===== config.mk =====
export PLATFORM = sky130hd
export DESIGN_NAME = dbgent_core
export DESIGN_NICKNAME = d
export VERILOG_FILES = /design/src/inc/dbgent_pkg.sv /design/src/design/dbgent_core.sv
export SDC_FILE = /design/constraint.sdc
export NUM_CORES = 1
export LEC_CHECK = 0
export BUFFER_PORTS_ARGS = -buffer_cell sky130_fd_sc_hd__buf_2
export CAP_MARGIN = 20
export CORE_MARGIN = 2
export CORE_UTILIZATION = 47
export DETAILED_ROUTE_END_ITERATION = 7
export PLACE_DENSITY = 0.75
export SLEW_MARGIN = 20
export SYNTH_ARGS = -nofsm -noshare
export SYNTH_HDL_FRONTEND = slang
export SYNTH_SLANG_ARGS = --single-unit

===== constraint.sdc =====
create_clock -name sys_clk_i -period 0.85 [get_ports sys_clk_i]
set_input_delay 0.17 -clock sys_clk_i [delete_from_list [all_inputs] [get_ports sys_clk_i]]
set_output_delay 0.17 -clock sys_clk_i [all_outputs]
set_load 0.02 [all_outputs]

===== src/inc/dbgent_pkg.sv =====
// shared types and constants for the debug entry controller
package dbgent_pkg;
    // program counter advances, in word addresses
    localparam logic [2:0] PC_ADV_BKPT    = 3'h4;
    localparam logic [2:0] PC_ADV_WPT     = 3'h4;
    localparam logic [2:0] PC_ADV_WPT_EXC = 3'h3;
    localparam logic [2:0] PC_ADV_REQ     = 3'h3;
    localparam logic [2:0] PC_ADV_SYS     = 3'h3;
    localparam logic [2:0] PC_ADV_STEP    = 3'h1;
    localparam int         PC_TOT_W       = 8;

    // reset values
    localparam logic [2:0]          PC_ADV_RST = 3'h0;
    localparam logic [PC_TOT_W-1:0] PC_TOT_RST = 8'h00;

    // processor mode the core sits in
    typedef enum logic [2:0] {
        DBGENT_MODE_USER,
        DBGENT_MODE_FIQ,
        DBGENT_MODE_IRQ,
        DBGENT_MODE_ABT
    } dbgent_mode_t;

    // reason for the latest debug entry
    typedef enum logic [2:0] {
        DBGENT_CAUSE_NONE,
        DBGENT_CAUSE_BKPT,
        DBGENT_CAUSE_WPT,
        DBGENT_CAUSE_WPT_EXC,
        DBGENT_CAUSE_REQ,
        DBGENT_CAUSE_SYS
    } dbgent_cause_t;

    // events from the core pipeline
    typedef struct packed {
        logic instr_done;
        logic bkpt;
        logic wpt;
        logic pf_abort;
        logic d_abort;
        logic irq;
        logic fiq;
        logic vec_fetched;
    } dbgent_core_evt_t;

    // commands from the scan side while halted
    typedef struct packed {
        logic step;
        logic sys_go;
        logic sys_done;
        logic sys_abort;
        logic resume;
    } dbgent_dbg_cmd_t;
endpackage

===== src/design/dbgent_core.sv =====
// debug entry controller: pc advance per entry cause and exception priority
`timescale 1ns/1ps
module dbgent_core (
    // clock and reset
    input  wire logic                       sys_clk_i,
    input  wire logic                       rst_b_i,
    // core pipeline events and debug request
    input  wire dbgent_pkg::dbgent_core_evt_t core_evt_i,
    input  wire logic                       debug_request_in_i,
    // scan side commands while halted
    input  wire dbgent_pkg::dbgent_dbg_cmd_t dbg_cmd_i,
    // debug status
    output logic                            debug_ack_o,
    output logic                            sys_run_o,
    output dbgent_pkg::dbgent_cause_t       cause_o,
    output dbgent_pkg::dbgent_mode_t        mode_o,
    output logic                            irq_mask_o,
    // exception bookkeeping
    output logic                            take_pf_abort_o,
    output logic                            abort_seen_o,
    output logic                            irq_seen_o,
    // program counter advance
    output logic                            pc_adv_valid_o,
    output logic [2:0]                      pc_adv_o,
    output logic [dbgent_pkg::PC_TOT_W-1:0] pc_total_o
);
    import dbgent_pkg::*;

    typedef enum logic [2:0] {
        ST_RUN,
        ST_WAIT_VEC,
        ST_HALT,
        ST_SYS,
        ST_SYS_ABT
    } dbgent_state_t;

    dbgent_state_t state;
    dbgent_state_t next_state;
    logic          rst_meta;
    logic          rst_sync_b;
    logic          req_pend;
    logic          irq_any;
    logic          wpt_exc;
    logic          boundary;
    logic          fetch_ok;
    logic          take_bkpt;
    logic          take_wpt;
    logic          take_req;
    logic          enter_now;
    logic          next_adv_valid;
    logic [2:0]    next_adv;
    dbgent_cause_t next_cause;

    // two-stage reset release; assertion stays asynchronous
    always_ff @(posedge sys_clk_i or negedge rst_b_i) begin
        if (!rst_b_i) begin
            rst_meta   <= 1'b0;
            rst_sync_b <= 1'b0;
        end else begin
            rst_meta   <= 1'b1;
            rst_sync_b <= rst_meta;
        end
    end

    // instruction boundary decode while running
    assign boundary  = (state == ST_RUN) && core_evt_i.instr_done;
    assign irq_any   = core_evt_i.irq || core_evt_i.fiq;
    assign wpt_exc   = core_evt_i.d_abort || irq_any;
    // a prefetch abort at the boundary blocks every entry; the abort runs
    // first and a pending request waits for a later boundary
    assign fetch_ok  = boundary && !core_evt_i.pf_abort;
    // prefetch abort masks the breakpoint completely
    assign take_bkpt = fetch_ok && core_evt_i.bkpt;
    assign take_wpt  = fetch_ok && core_evt_i.wpt && !core_evt_i.bkpt;
    // request waits for the running instruction to complete
    assign take_req  = fetch_ok && (req_pend || debug_request_in_i)
                       && !core_evt_i.bkpt && !core_evt_i.wpt;
    assign enter_now = take_bkpt || (take_wpt && !wpt_exc) || take_req;

    // a request raised while halted is dropped; the core is already in debug
    // debug request is sticky until taken; a new request in the taking cycle is
    // the same request, so nothing is lost by clearing here
    always_ff @(posedge sys_clk_i or negedge rst_sync_b) begin
        if (!rst_sync_b) begin
            req_pend <= 1'b0;
        end else if (take_req) begin
            req_pend <= 1'b0;
        end else if (debug_request_in_i && state == ST_RUN) begin
            req_pend <= 1'b1;
        end
    end

    // next state and pc advance for this cycle
    always_comb begin
        next_state     = state;
        next_adv_valid = 1'b0;
        next_adv       = PC_ADV_RST;
        next_cause     = cause_o;
        unique case (state)
            ST_RUN: begin
                if (take_bkpt) begin
                    next_state     = ST_HALT;
                    next_adv_valid = 1'b1;
                    next_adv       = PC_ADV_BKPT;
                    next_cause     = DBGENT_CAUSE_BKPT;
                end else if (take_wpt && wpt_exc) begin
                    // hold entry until the exception vector is fetched
                    next_state = ST_WAIT_VEC;
                    next_cause = DBGENT_CAUSE_WPT_EXC;
                end else if (take_wpt) begin
                    next_state     = ST_HALT;
                    next_adv_valid = 1'b1;
                    next_adv       = PC_ADV_WPT;
                    next_cause     = DBGENT_CAUSE_WPT;
                end else if (take_req) begin
                    next_state     = ST_HALT;
                    next_adv_valid = 1'b1;
                    next_adv       = PC_ADV_REQ;
                    next_cause     = DBGENT_CAUSE_REQ;
                end
            end
            ST_WAIT_VEC: begin
                // cause was set on the way in and is kept for the debugger
                if (core_evt_i.vec_fetched) begin
                    next_state     = ST_HALT;
                    next_adv_valid = 1'b1;
                    next_adv       = PC_ADV_WPT_EXC;
                end
            end
            ST_HALT: begin
                // resume outranks a system access so exit is never delayed
                if (dbg_cmd_i.resume) begin
                    next_state = ST_RUN;
                end else if (dbg_cmd_i.sys_go) begin
                    next_state     = ST_SYS;
                    next_adv_valid = 1'b1;
                    next_adv       = PC_ADV_SYS;
                end else if (dbg_cmd_i.step) begin
                    next_adv_valid = 1'b1;
                    next_adv       = PC_ADV_STEP;
                end
            end
            ST_SYS: begin
                // abort takes precedence over completion in the same cycle
                if (dbg_cmd_i.sys_abort) begin
                    next_state = ST_SYS_ABT;
                end else if (dbg_cmd_i.sys_done) begin
                    next_state = ST_HALT;
                    next_cause = DBGENT_CAUSE_SYS;
                end
            end
            ST_SYS_ABT: begin
                // one cycle in abort mode before halting again
                next_state = ST_HALT;
                next_cause = DBGENT_CAUSE_SYS;
            end
            default: begin
                next_state = ST_RUN;
            end
        endcase
    end

    // the vector wait is left only on the core's vector fetch; a core that
    // never fetches the vector keeps the block out of debug
    // state register
    always_ff @(posedge sys_clk_i or negedge rst_sync_b) begin
        if (!rst_sync_b) begin
            state <= ST_RUN;
        end else begin
            state <= next_state;
        end
    end

    // cause of entry, held for the debugger to read
    // a system access overwrites it, so the entry cause is only valid
    // until the first system-speed access returns
    always_ff @(posedge sys_clk_i or negedge rst_sync_b) begin
        if (!rst_sync_b) begin
            cause_o <= DBGENT_CAUSE_NONE;
        end else begin
            cause_o <= next_cause;
        end
    end

    // acknowledge is high while halted; drops during system-speed access
    // it follows next_state, so it changes at the same edge as the state
    always_ff @(posedge sys_clk_i or negedge rst_sync_b) begin
        if (!rst_sync_b) begin
            debug_ack_o <= 1'b0;
            sys_run_o   <= 1'b0;
        end else begin
            debug_ack_o <= (next_state == ST_HALT);
            sys_run_o   <= (next_state == ST_SYS);
        end
    end

    // pc advance pulse and running total since entry (4 or 3, + N, + 3S)
    // the total restarts at every entry; the vector wait loads zero first
    // and adds its three when the vector has been fetched
    always_ff @(posedge sys_clk_i or negedge rst_sync_b) begin
        if (!rst_sync_b) begin
            pc_adv_valid_o <= 1'b0;
            pc_adv_o       <= PC_ADV_RST;
            pc_total_o     <= PC_TOT_RST;
        end else begin
            pc_adv_valid_o <= next_adv_valid;
            pc_adv_o       <= next_adv;
            if (state == ST_RUN && next_state != ST_RUN) begin
                pc_total_o <= {{(PC_TOT_W-3){1'b0}}, next_adv};
            end else if (next_adv_valid) begin
                // total wraps; long sessions must be tracked by the debugger
                pc_total_o <= pc_total_o + {{(PC_TOT_W-3){1'b0}}, next_adv};
            end
        end
    end

    // processor mode follows exceptions taken around debug entry
    always_ff @(posedge sys_clk_i or negedge rst_sync_b) begin
        if (!rst_sync_b) begin
            mode_o <= DBGENT_MODE_USER;
        end else if (boundary && core_evt_i.pf_abort) begin
            mode_o <= DBGENT_MODE_ABT;
        end else if (take_wpt && core_evt_i.d_abort) begin
            mode_o <= DBGENT_MODE_ABT;
        end else if ((take_wpt && wpt_exc) || enter_now) begin
            // pending interrupt steers the entry mode, fast first
            if (core_evt_i.fiq) begin
                mode_o <= DBGENT_MODE_FIQ;
            end else if (core_evt_i.irq) begin
                mode_o <= DBGENT_MODE_IRQ;
            end
        end else if (state == ST_SYS && dbg_cmd_i.sys_abort) begin
            mode_o <= DBGENT_MODE_ABT;
        end
    end

    // prefetch abort request to the exception logic, one cycle
    // the same boundary that raises this pulse also blocks every entry
    always_ff @(posedge sys_clk_i or negedge rst_sync_b) begin
        if (!rst_sync_b) begin
            take_pf_abort_o <= 1'b0;
        end else begin
            take_pf_abort_o <= boundary && core_evt_i.pf_abort;
        end
    end

    // interrupts masked from entry until resume, so halting never vectors
    // the mask covers the vector wait too, so a later interrupt cannot
    // steer the entry mode once it has been chosen
    always_ff @(posedge sys_clk_i or negedge rst_sync_b) begin
        if (!rst_sync_b) begin
            irq_mask_o <= 1'b0;
        end else if (state == ST_RUN && next_state != ST_RUN) begin
            irq_mask_o <= 1'b1;
        end else if (state == ST_HALT && dbg_cmd_i.resume) begin
            irq_mask_o <= 1'b0;
        end
    end

    // remembered exceptions; cleared on resume, a new event in that cycle wins
    // only resume clears them, so the debugger may read them at any point
    always_ff @(posedge sys_clk_i or negedge rst_sync_b) begin
        if (!rst_sync_b) begin
            abort_seen_o <= 1'b0;
            irq_seen_o   <= 1'b0;
        end else begin
            if ((take_wpt && core_evt_i.d_abort)
                || (state == ST_SYS && dbg_cmd_i.sys_abort)) begin
                abort_seen_o <= 1'b1;
            end else if (state == ST_HALT && dbg_cmd_i.resume) begin
                abort_seen_o <= 1'b0;
            end
            if ((enter_now || take_wpt) && irq_any) begin
                irq_seen_o <= 1'b1;
            end else if (state == ST_HALT && dbg_cmd_i.resume) begin
                irq_seen_o <= 1'b0;
            end
        end
    end
endmodule


== Word level (Yosys, flattened, before mapping) ==
Cells that the tools add are included.
Widths: inputs -> output; s select.
Cells by class
  $add $sub $neg: 1
  reductions and logical operators: 40
  equality and inequality tests: 10
  mux-type cells: 49
Operator list (number)
  $mux 3: 24
  $pmux 3 s3: 2
  $logic_and 1x1->1: 17
  $mux 8: 2
  $mux 1: 15
  $pmux 3 s5: 1
  $eq 3x2->1 const B: 4
  $reduce_bool 2->1: 5
  $add 8x3->8: 1
  $logic_or 1x1->1: 8
  $mux 2: 4
  $reduce_bool 3->1: 2
  $ne 5x3->1 const B: 1
  $ne 5x5->1 const B: 1
  $logic_not 1->1: 4
  $ne 2x2->1 const B: 2
  $reduce_and 4->1: 1
  $reduce_bool 4->1: 1
  $eq 3x1->1 const B: 1
  $eq 3x3->1 const B: 1
  $logic_not 3->1: 1
  $pmux 1 s3: 1
  $reduce_and 2->1: 1
Word-level totals
  register bits after elaboration: 30
  logic and storage cells: 115
  output and inout port bits: 24
  bits of input ports: 16

== Logic depth before layout (Yosys ltp) ==
Gate-level depths: netlist (run 1).
  word-level depth: 14
  gate-level depth with buffers: 13
  gate-level depth less buffers: 11

== Least setup slack after synthesis (run 1) ==
OpenSTA, ideal clock, no wires.
  path type: register to register
  start: register state[0]
  end: register pc_total_o[6] (netlist bit)
  buffers on the path: 2
  data required time: 0.731 ns
  stages on the path, launching flop included: 14
  arrival time: 2.318 ns
  clock period less this slack: 2.437 ns
  path slack: -1.587 ns
  cell sequence: dfrtp_1 buf_2 nor3_2 buf_4 nand4_1 nand2_1 ha_1 inv_1 fa_1 nor2b_1 o21ai_0 a211oi_1 xnor2_1 nor2_1
On the way
  longest elaborated chain between the ends: 14
Ends and longest elaborated chain
  from (decl): line dbgent_core.sv:37  | dbgent_state_t state;
  from (signal assigned): line dbgent_core.sv:170  | state <= next_state;
  $logic_not 3->1: line dbgent_core.sv:66, dbgent_core.sv:99
  $logic_and 1x1->1: line dbgent_core.sv:66  | assign boundary = (state == ST_RUN) && core_evt_i.instr_done;
  $logic_and 1x1->1: line dbgent_core.sv:71  | assign fetch_ok = boundary && !core_evt_i.pf_abort;
  $logic_and 1x1->1: line dbgent_core.sv:76  | assign take_req = fetch_ok && (req_pend || debug_request_in_i)
  $logic_and 1x1->1 (2 in series): line dbgent_core.sv:77  | && !core_evt_i.bkpt && !core_evt_i.wpt;
  $mux 2: line dbgent_core.sv:115  | end else if (take_req) begin
  $mux 3: line dbgent_core.sv:110  | end else if (take_wpt) begin
  $mux 3: line dbgent_core.sv:106  | end else if (take_wpt && wpt_exc) begin
  $mux 3: line dbgent_core.sv:101  | if (take_bkpt) begin
  $pmux 3 s3 (*): line dbgent_core.sv:99  | unique case (state)
  via next_adv[0]: line dbgent_core.sv:51  | logic [2:0] next_adv;
  $add 8x3->8 (*): line dbgent_core.sv:212  | pc_total_o <= pc_total_o + {{(PC_TOT_W-3){1'b0}}, next_adv};
  $mux 8 (*): line dbgent_core.sv:210  | end else if (next_adv_valid) begin
  $mux 8 (*): line dbgent_core.sv:208  | if (state == ST_RUN && next_state != ST_RUN) begin
  to (signal assigned): line dbgent_core.sv:209  | pc_total_o <= {{(PC_TOT_W-3){1'b0}}, next_adv};
  to (signal assigned): line dbgent_core.sv:212
  to (decl): line dbgent_core.sv:25  | output logic [dbgent_pkg::PC_TOT_W-1:0] pc_total_o
The timed path passes the listed nets; every way through them passes the cells marked *. The select of a mux whose other input is x is not followed.
A chain may end at the register's enable or synchronous reset.

== Worst setup path in the final report (run 1) ==
  start: register state[0]
  end: register pc_total_o[3] (netlist bit)
The elaborated chain is that of the path after synthesis.

==> results.md, run 1 <==
* Clock sinks at 29
* CTS tree: done
* Final TNS setup at -36.52 ns
* Clk buf depth at 2
* Fraction of the mapped netlist area in compound gates at around a fifth
* Post-Syn Nets at between 150 and 200
* Mux share of post-synthesis cell area at between 2 and 3%
* Hold_ws at 0.134 ns
* Starting density of the core at ~50%
* DR iter-0 viols at 199
* CTS buffer count at 5
* Pleak at 0.00140 uW
* R2R Path End: pc_total_o[3]
* Critical path class: flop to flop
* Area grow syn2layout at 90.4%
* DRT Pass-1 Iters at 8
* # IOs at 40
* Post-synth top area cell: dfrtp_1
* Post-synthesis cell area at 1550 um^2
* Crit-path max FO at 4
* Worst EP required at 1.08 ns
* Detail Route Antenna Nets at 0
* DR vias at 1928
* Final Wtd Congestion at approximately 0.86
* Antenna violations before repair at 0
* Period utilization at 291%
* Chip width at ~60 um
* Critical Path Start Type: flop
* Post-layout min period at 2.47 ns
* First-pass GRT wire length at around 9000 um
* Dpl ws at -1.49 ns
* Final WL at 7960 um
* Final net count at approximately 280
* Syn Area/Cell at 10.9 um^2
* Diode count at 0
* Port bufs at 38
* Die Y at 61.4 um
* Status: complete, but fails checks
* CP Capture Type: flop
* Worst EP arrival at 2.70 ns
* Global router's overall resource usage at between 30 and 40%
* Simple-gate share of the synthesized area at 20.3%
* Slew Viols, Final at 0
* CTS root buffer: clkbuf_4
* XOR/XNOR Fraction of Synth Area at between 3 and 4%
* CTS H-tree depth at 2
* Detailed placement HPWL at roughly 3100 um
* Routed wire per std cell at between 20 and 30 um
* Final hold vios at 0
* Top post-synthesis cells by area: dfrtp_1 47%, nor2_1 3.6%, xnor2_1 2.8%
* Register area share after synthesis at 46.8%
* Clock Latency Late Sink at between 0.3 and 0.4 ns
* R2R Path Start: state[0]
* Layout cells sized above 1 at between 60% and 70%
* Final WS setup at -1.62 ns
* Yosys warns at 0
* Worst min path class: input port to async pin
* Largest family of logic cells by synthesized area: simple AND/OR/NAND/NOR gates
* Grt total ovfl at 0
* Largest net degree at the start of global routing at 16
* Synth cell count leaders: 29 x dfrtp_1, 15 x nor2_1, 10 x nand2_1
* Post-Synth Adder-Cell Area at 3.72%
* R2r setup slk at -1.62 ns
* Unrepaired setup endpoints after global routing: true
* Via/cell ratio at around 6.3
* Vias in the first global route at 1810
* Most common cell in the synthesized netlist: dfrtp_1
* Failing checks: setup timing
* DRC at 0
* Post-synth top area share at around 47%
* Post-Syn Instances at 142
* Row count at 20
* EDFF count, synth at 0
* Core ar. at 3100 um^2
* Critical Path Source: state[0]
* Full die area at 3770 um^2
* Clk slew on worst S/H paths at 0.10 ns
* # setup viols final at 50
* Ys async rst share at 100%
* Worst Skew at ~0.014 ns
* Yosys cell types at between 40 and 50
* Flops & latches, synth at 29
* Max-Cap Viols at 0
* PD cells at around 3200 nW/um^2
* Main flop type after synthesis: dfrtp_1
* Max Fclk at 404 MHz
* R2r worst-path depth at 10
* VDD IR max at 2570 uV
per-layer routing:
| metal | GRT usage (%) | share of wire [%] |
|---|---|---|
| met5 | 0 | 0 |
| met4 | 16.7 | 7.8 |
| met3 | 10.7 | 9.4 |
| met2 | 57.9 | 47 |
| met1 | 38.8 | 35 |
where the power goes:
part	internal (uW)	switching, uW	leakage, uW
registers	1770	398	0.000356
logic	3250	3020	0.00101
clock network	407	512	0.0000326
total	5420	3930	0.00140
what timing repair did:
| item | 4_1_cts | 5_1_grt |
|---|---|---|
| hold buffers | 1 | 0 |
| hold endpoints to repair | 2 | 0 |
| setup endpoints to repair | 50 | 50 |
| resized for setup | 90 | 29 |
| buffers inserted | 24 | 20 |
| pin swaps | 23 | 15 |
metrics by stage:
step | cell area [um^2] | cells | utilization, % | power (uW)
6_report | 2950 | 308 | 95.0 | 9350
5_1_grt | 2950 | 308 | 95.0 | 9570
4_1_cts | 2770 | 297 | 89.2 | 8060
3_5_place_dp | 2190 | 266 | 70.6 | 5620
3_3_place_gp | 2190 | 266 | 70.6 | 5500
2_1_floorplan | 1630 | 142 | - | 4220
flip-flops by register name, indices dropped and copies added (netlist names):
signal,count
abort_seen_o,1
cause_o,3
debug_ack_o,1
irq_mask_o,1
irq_seen_o,1
mode_o,2
pc_adv_o,3
pc_adv_valid_o,1
pc_total_o,8
req_pend,1
rst_meta,1
rst_sync_b,1
state,3
sys_run_o,1
take_pf_abort_o,1
layout by cell type (no fill, tap or decap), types with 5 or more instances in the layout:
master    synthesis  routed
nand2_1          10       6
xnor2_1           5       5
nor2_1           15      14
buf_4             2      55
dfrtp_1          29      25
buf_2             1      15
buf_6             0      45
clkbuf_4          0       5
a21o_1            5       5
worst max path at each step:
stage | to | slack [ns] | cells past startpoint
floorplan | pc_total_o[6] | -1.47 | 12
global placement | pc_total_o[6] | -1.38 | 9
detailed placement | pc_total_o[6] | -1.49 | 9
CTS | pc_total_o[6] | -1.43 | 12
global route | pc_total_o[6] | -1.67 | 13
finish | pc_total_o[3] | -1.62 | 10
cell type report:
class | count | area, um^2
sequential | 29 | 731
timing repair buffer | 118 | 1040
multi-input combinational | 101 | 1020
clock buffer | 8 | 58.8
inverter | 8 | 40.0
fill | 79 | 154
tap | 44 | 55.1
worst max-delay path: stages, from the launching register on:
cell,delay [ns]
dfrtp_2,0.47
nor3_2,0.27
nand4_1,0.24
and3_4,0.25
inv_4,0.07
ha_4,0.20
a21o_1,0.22
a21oi_4,0.25
a21oi_2,0.07
xnor2_1,0.22
nor2_1,0.09
kinds of logic (layout without fill, tap and decap cells):
| logic type | count (synthesis) | in the layout |
|---|---|---|
| other | 2 | 2 |
| adders and majority gates | 4 | 4 |
| and+or+nand+nor | 54 | 54 |
| xor gates and xnor gates | 6 | 6 |
| AOI/OAI and AO/OA | 31 | 31 |
| buffers and inverters | 12 | 134 |
| muxes | 4 | 4 |
| DFF | 29 | 29 |
No activity file was read; power rests on OpenSTA's default activity.
==> run 2, diff against run 1 <==
--- a/config.mk
+++ b/config.mk
@@ -10,4 +10,5 @@
 export CORE_MARGIN = 2
 export CORE_UTILIZATION = 47
+export CTS_CLUSTER_SIZE = 10
 export DETAILED_ROUTE_END_ITERATION = 7
 export PLACE_DENSITY = 0.75
@@ -16,2 +17,3 @@
 export SYNTH_HDL_FRONTEND = slang
 export SYNTH_SLANG_ARGS = --single-unit
+export TNS_END_PERCENT = 1
==> constraint.sdc (replaced) <==
create_clock -name sys_clk_i -period 0.85 [get_ports sys_clk_i]
set_input_delay 0 -clock sys_clk_i [delete_from_list [all_inputs] [get_ports sys_clk_i]]
set_output_delay 0 -clock sys_clk_i [all_outputs]
set_load 0.02 [all_outputs]
==> results.md, run 2 (synthesis results as in run 1) <==
* Pleak at 0.00129 uW (-8.0%)
* Commonest non-fill, non-tap cell in the layout: buf_4
* Worst min path class: input port to flop
* Post-layout min period at 2.52 ns (+0.0422 ns)
* CTS H-tree depth at 2 (unchanged)
* Diode count at 0 (unchanged)
* Worst path max stage delay at 0.44 ns (-0.03 ns)
* DR iter-0 viols at 72 (-64%)
* Clock sinks at 29 (unchanged)
* Routed wire per std cell at 17.5 um (-32%)
* Final WS setup at -1.67 ns (-0.0422 ns)
* VDD IR max at 1800 uV (-30%)
* PD cells at 2960 nW/um^2 (-6.6%)
* Row count at 20 (unchanged)
* CP Cell Sequence: buf_6 > nor3_4 > nand4_1 > nand2_1 > ha_2 > inv_2 > fa_2 > nor2b_2 > o21ai_2 > a211oi_2 > xnor2_1 > nor2_1
* Antenna violations before repair at 0 (unchanged)
* Failing checks: setup timing
* # IOs at 40 (unchanged)
* # setup viols final at 47 (-6.0%)
* CTS tree: done
* DR vias at 1580 (-18%)
* Final non-filler cell total at 290 (-5.8%)
* Placed insts at 270 (+1.5%)
* Status: complete, but fails checks
* Detailed placement HPWL at 3140 um (+1.3%)
* CTS root buffer: clkbuf_4
* Critical Path Start Type: flop
* Unrepaired setup endpoints after global routing: true
* Vias in the first global route at 1689 (-6.7%)
* Worst EP arrival at 2.74 ns (+0.04 ns)
* Die Y at 61.4 um (unchanged)
* WP buf/inv at 2 (+1)
* Chip width at 61.4 um (unchanged)
* Max Fclk at 398 MHz (-1.7%)
* Period utilization at 296% (+5.0 points)
* Slew Viols, Final at 0 (unchanged)
* DRC at 0 (unchanged)
* Largest Register: pc_total_o
* Max-Cap Viols at 0 (unchanged)
* Critical path class: flop to flop
* Clk buf depth at 2 (unchanged)
* Starting density of the core at 49.9% (unchanged)
* CP Capture Type: flop
* Area grow syn2layout at 64.7%
* DRT Pass-1 Iters at 4 (-4)
* Final Wtd Congestion at 0.961 (+11%)
* Most frequent cells in the layout: 41 x buf_4, 29 x buf_2, 28 x dfrtp_1
* Port bufs at 38 (unchanged)
* First-pass GRT wire length at 7910 um (-12%)
* GRT met3 Usage at 7.56% (-3.2 points)
* Largest net degree at the start of global routing at 20 (+4)
* Clk slew on worst S/H paths at 0.10 ns (about the same)
* Layout cells sized above 1 at 56.1% (-11 points)
* Final hold vios at 0 (unchanged)
* Worst EP required at 1.08 ns (about the same)
* Crit path max-delay family: simple AND/OR/NAND/NOR gates
* Met1 usage at 34.2% (-4.6 points)
* Global router's overall resource usage at 30.0% (-4.1 points)
* CTS buffer count at 5 (unchanged)
* GRT met2 Usage at 49.2% (-8.7 points)
* Gr busiest metal: met2
* Final WL at 5060 um (-36%)
* Grt total ovfl at 0 (unchanged)
* Core ar. at 3100 um^2 (unchanged)
* Detail Route Antenna Nets at 0 (unchanged)
* Via/cell ratio at 5.45 (-13%)
* Final net count at 265 (-6.4%)
* Crit-path max FO at 4 (unchanged)
* Tot Pwr at 7560 uW (-19%)
* Critical path's slowest cell: dfrtp_1
* Max reg flops at 8 (unchanged)
* Full die area at 3770 um^2 (unchanged)
* Clock Latency Late Sink at 0.33 ns (-0.02 ns)
* Worst Skew at 0.00900 ns (-0.00541 ns)
run 2: cell count changes in the layout (fill, tap and decap cells not counted), sizes merged:
cell         delta
bufinv          +2
clkinv          +1
clkbuf          -3
dlygate4sd3     +2
buf            -20
run 2: path summary, 6_finish.rpt:
kind | end | start | cells after the start | slack, ns
max reg2reg | pc_total_o[6] | state[0] | 12 | -1.67
max | pc_total_o[6] | state[0] | 12 | -1.67
min reg2reg | state[0] | rst_sync_b | 1 | 0.19
min | mode_o[1] | core_evt_i[1] | 3 | 0.008
max in group asynchronous | rst_sync_b | rst_b_i | 3 | 0.22
min in group asynchronous | state[0] | rst_sync_b | 1 | 0.19
run 2: routing by layer:
metal  up-vias  part of all wire, %
met3        27                  6.9
met4         0                  5.7
met1       749                   39
met5         -                    0
li1        711                    -
met2        93                   48
run 2: timing repair:
item	4_1_cts	5_1_grt
hold endpoints to repair	3	0
hold buffers	3	0
pin swaps	8	7
setup buffers	10	0
gates resized for setup	38	18
setup endpoints to repair	48	50
run 2: worst register-to-register path: stages (launching register included):
cell	delay [ns]
dfrtp_1	0.44
buf_6	0.16
nor3_4	0.17
nand4_1	0.17
nand2_1	0.16
ha_2	0.21
inv_2	0.04
fa_2	0.37
nor2b_2	0.17
o21ai_2	0.10
a211oi_2	0.18
xnor2_1	0.16
nor2_1	0.08
run 2: cell type report:
cell class	instances	area [um^2]
repair buffers	100	791
fillers	185	552
clock buffers	5	37.5
inverters	8	32.5
clock inverters	3	65.1
multi-input cells	101	843
flip-flops and latches	29	727
well taps	44	55.1
run 2: power by group:
| part | switching [uW] | internal, uW |
|---|---|---|
| clock | 490 | 910 |
| combinational | 2140 | 2020 |
| sequential | 245 | 1760 |
run 2: through the flow:
stage               TNS (ns)  hold slack [ns]  instance area (um^2)  utilization [%]  setup slack (ns)
global route          -33.05           0.0110                  2550             82.2             -1.70
global placement      -24.02           -0.215                  2160             69.5             -1.33
detailed placement    -25.13           -0.213                  2160             69.5             -1.46
finish                -30.23          0.00820                  2550             82.2             -1.67
CTS                   -28.39          0.00306                  2480             80.0             -1.43
floorplan             -21.72           -0.296                  1560                -             -1.49
==> run 3, diff against run 2 <==
Settings changed: REMOVE_ABC_BUFFERS set to 1.
==> results.md, run 3 (synthesis results as in run 1) <==
* DRC at 0 (unchanged)
* Pleak at 0.00119 uW (-7.7%)
* Full die area at 3770 um^2 (unchanged)
* First-pass GRT wire length at 6350 um (-20%)
* # setup viols final at 41 (-13%)
* Worst slew pin tran at 0.512 ns
* CTS root buffer: clkbuf_4
* Combinational Power Share at 54.9% (about the same)
* Failing checks: setup timing
* VDD IR max at 1970 uV (+9.6%)
* Worst Skew at 0.00897 ns (-0.0000311 ns)
* Diode count at 0 (unchanged)
* Final net count at 250 (-5.7%)
* Detail Route Antenna Nets at 0 (unchanged)
* Crit-path max FO at 6 (+2)
* Cell depth of the worst hold path at 2 (-1)
* Hold EP: take_pf_abort_o
* Most frequent cells in the layout: 33 x buf_4, 30 x buf_2, 26 x dfrtp_1
* CTS tree: done
* Period utilization at 281% (-15 points)
* Worst EP required at 1.05 ns (-0.03 ns)
* Switching share of power at 39.3% (+1.3 points)
* Clock Latency Late Sink at 0.31 ns (-0.02 ns)
* Largest net degree at the start of global routing at 28 (+40%)
* Port bufs at 38 (unchanged)
* Worst rel slew slack at 65.6%
* Critical path's slowest cell: dfrtp_2
* Status: complete, but fails checks
* Chip width at 61.4 um (unchanged)
* Final Wtd Congestion at 0.862 (-10%)
* Via/cell ratio at 5.32 (-2.3%)
* Detailed placement HPWL at 2830 um (-9.8%)
* Grt total ovfl at 0 (unchanged)
* Routed wire per std cell at 17.1 um (-2.0%)
* CTS buffer count at 5 (unchanged)
* Worst path max stage delay at 0.46 ns (+0.02 ns)
* DR vias at 1464 (-7.3%)
* Final hold vios at 0 (unchanged)
* Post-DP Area at 2080 um^2 (-3.7%)
* Int Pwr at 4310 uW (-8.0%)
* R2r setup slk at -1.54 ns (+0.13 ns)
* CP Capture Type: flop
* R2R Path Start: state[1]
* PD cells at 2930 nW/um^2 (-1.2%)
* Hold_ws at 0.000438 ns (-0.00777 ns)
* Final WL at 4710 um (-7.1%)
* Switching power at 2790 uW (-2.9%)
* Largest Register: pc_total_o
* # IOs at 40 (unchanged)
* Max-Cap Viols at 0 (unchanged)
* CTS H-tree depth at 2 (unchanged)
* Final WS setup at -1.54 ns (+0.127 ns)
* Core ar. at 3100 um^2 (unchanged)
* Row count at 20 (unchanged)
* R2r worst-path depth at 11 (-1)
* Sequential share of power at 28.8% (+2.3 points)
* Worst min path class: input port to flop
* Critical Path Start Type: flop
* Critical path class: flop to flop
* Post-layout min period at 2.39 ns (-0.127 ns)
* Clock sinks at 29 (unchanged)
* Clock group share of total power at 16.3% (-2.2 points)
* CTS Hold Bufs at 3 (unchanged)
* Slew Viols, Final at 0 (unchanged)
* Die Y at 61.4 um (unchanged)
* Area grow syn2layout at 56.5%
* Commonest non-fill, non-tap cell in the layout: buf_4
* Clk buf depth at 2 (unchanged)
* Unrepaired setup endpoints after global routing: true
* Layout fillers at 193 (+4.3%)
* R2R Path End: pc_total_o[4]
* DRT Pass-1 Iters at 4 (unchanged)
* Antenna violations before repair at 0 (unchanged)
* Tot Pwr at 7100 uW (-6.1%)
* Max reg flops at 8 (unchanged)
* Final TNS setup at -26.68 ns (+3.55 ns)
* Worst Hold Launch: core_evt_i[4]
* DR iter-0 viols at 59 (-18%)
* Clk slew on worst S/H paths at 0.09 ns (about the same)
* Max Fclk at 419 MHz (+5.3%)
* Vias in the first global route at 1395 (-17%)
* Layout cells sized above 1 at 53.2% (-2.9 points)
* Fin area at 2420 um^2 (-5.0%)
* Starting density of the core at 49.9% (unchanged)
* Global router's overall resource usage at 23.5% (-6.5 points)
* CP Cell Sequence: nor3_4 > nand4_1 > nand2_1 > ha_2 > inv_2 > fa_2 > nor2b_2 > o21ai_2 > a21oi_1 > xnor2_1 > nor2_1
* Worst EP arrival at 2.59 ns (-0.15 ns)
[run 3: cell count changes in the layout (fill, tap and decap cells not counted), sizes merged]
cell,before,now
buf,97,82
clkbuf,5,7
bufinv,2,1
clkinv,1,0
[run 3: per-stage QoR]
step                utilization, %  worst slack (ns)  instances
floorplan                        -             -1.87        138
global placement              66.9             -1.41        259
detailed placement            66.9             -1.51        259
CTS                           75.4             -1.42        274
global route                  78.1             -1.62        275
finish                        78.1             -1.54        275
[run 3: worst max-delay path by stage]
stage | from | to | cells after the start
floorplan | state[0] | pc_total_o[6] | 11
CTS | state[2] | pc_total_o[6] | 11
global route | state[1] | pc_total_o[4] | 11
finish | state[1] | pc_total_o[4] | 11
global placement | state[0] | pc_total_o[6] | 11
detailed placement | state[0] | pc_total_o[6] | 11
[run 3: cell type report]
| type | count | area [um^2] | area share [%] |
|---|---|---|---|
| Sequential cell | 29 | 729 | 30.1 |
| Clock buffer | 7 | 55.1 | 2.27 |
| Clock inverter | 1 | 30.0 | 1.24 |
| Tap cell | 44 | 55.1 | 2.27 |
| Timing Repair Buffer | 85 | 654 | 27.0 |
| Multi-Input combinational cell | 101 | 868 | 35.8 |
| Inverter | 8 | 32.5 | 1.34 |
[run 3: worst max-delay path, delay by kind of cell, from the launching register on]
family,cells,cell delay [ns]
simple gates,5,0.79
xor+xnor,1,0.15
compound gates,2,0.29
fa+ha+maj,2,0.56
flops,1,0.46
buf+inv,1,0.04
[run 3: repair_timing]
item,4_1_cts,5_1_grt
pin swaps,13,5
gates cloned,0,0
endpoints found under the setup margin,46,49
setup buffers,4,1
hold endpoints to repair,4,1
gates resized for setup,37,18
[run 3: per-layer routing]
layer | part of all wire, % | track usage (%)
met1 | 43 | 31.1
met5 | 0 | 0
met3 | 5.4 | 4.20
met4 | 1.8 | 9.73
met2 | 50 | 38.1
[run 3: power groups by stage]
stage	clock (uW)	sequential (uW)	combinational [uW]
after detailed placement	0	2010	3290
after global placement	0	1980	3230
final	1150	2050	3900
after global routing	1240	2090	4150
after floorplan	0	2430	1530
after CTS	1190	2020	3600
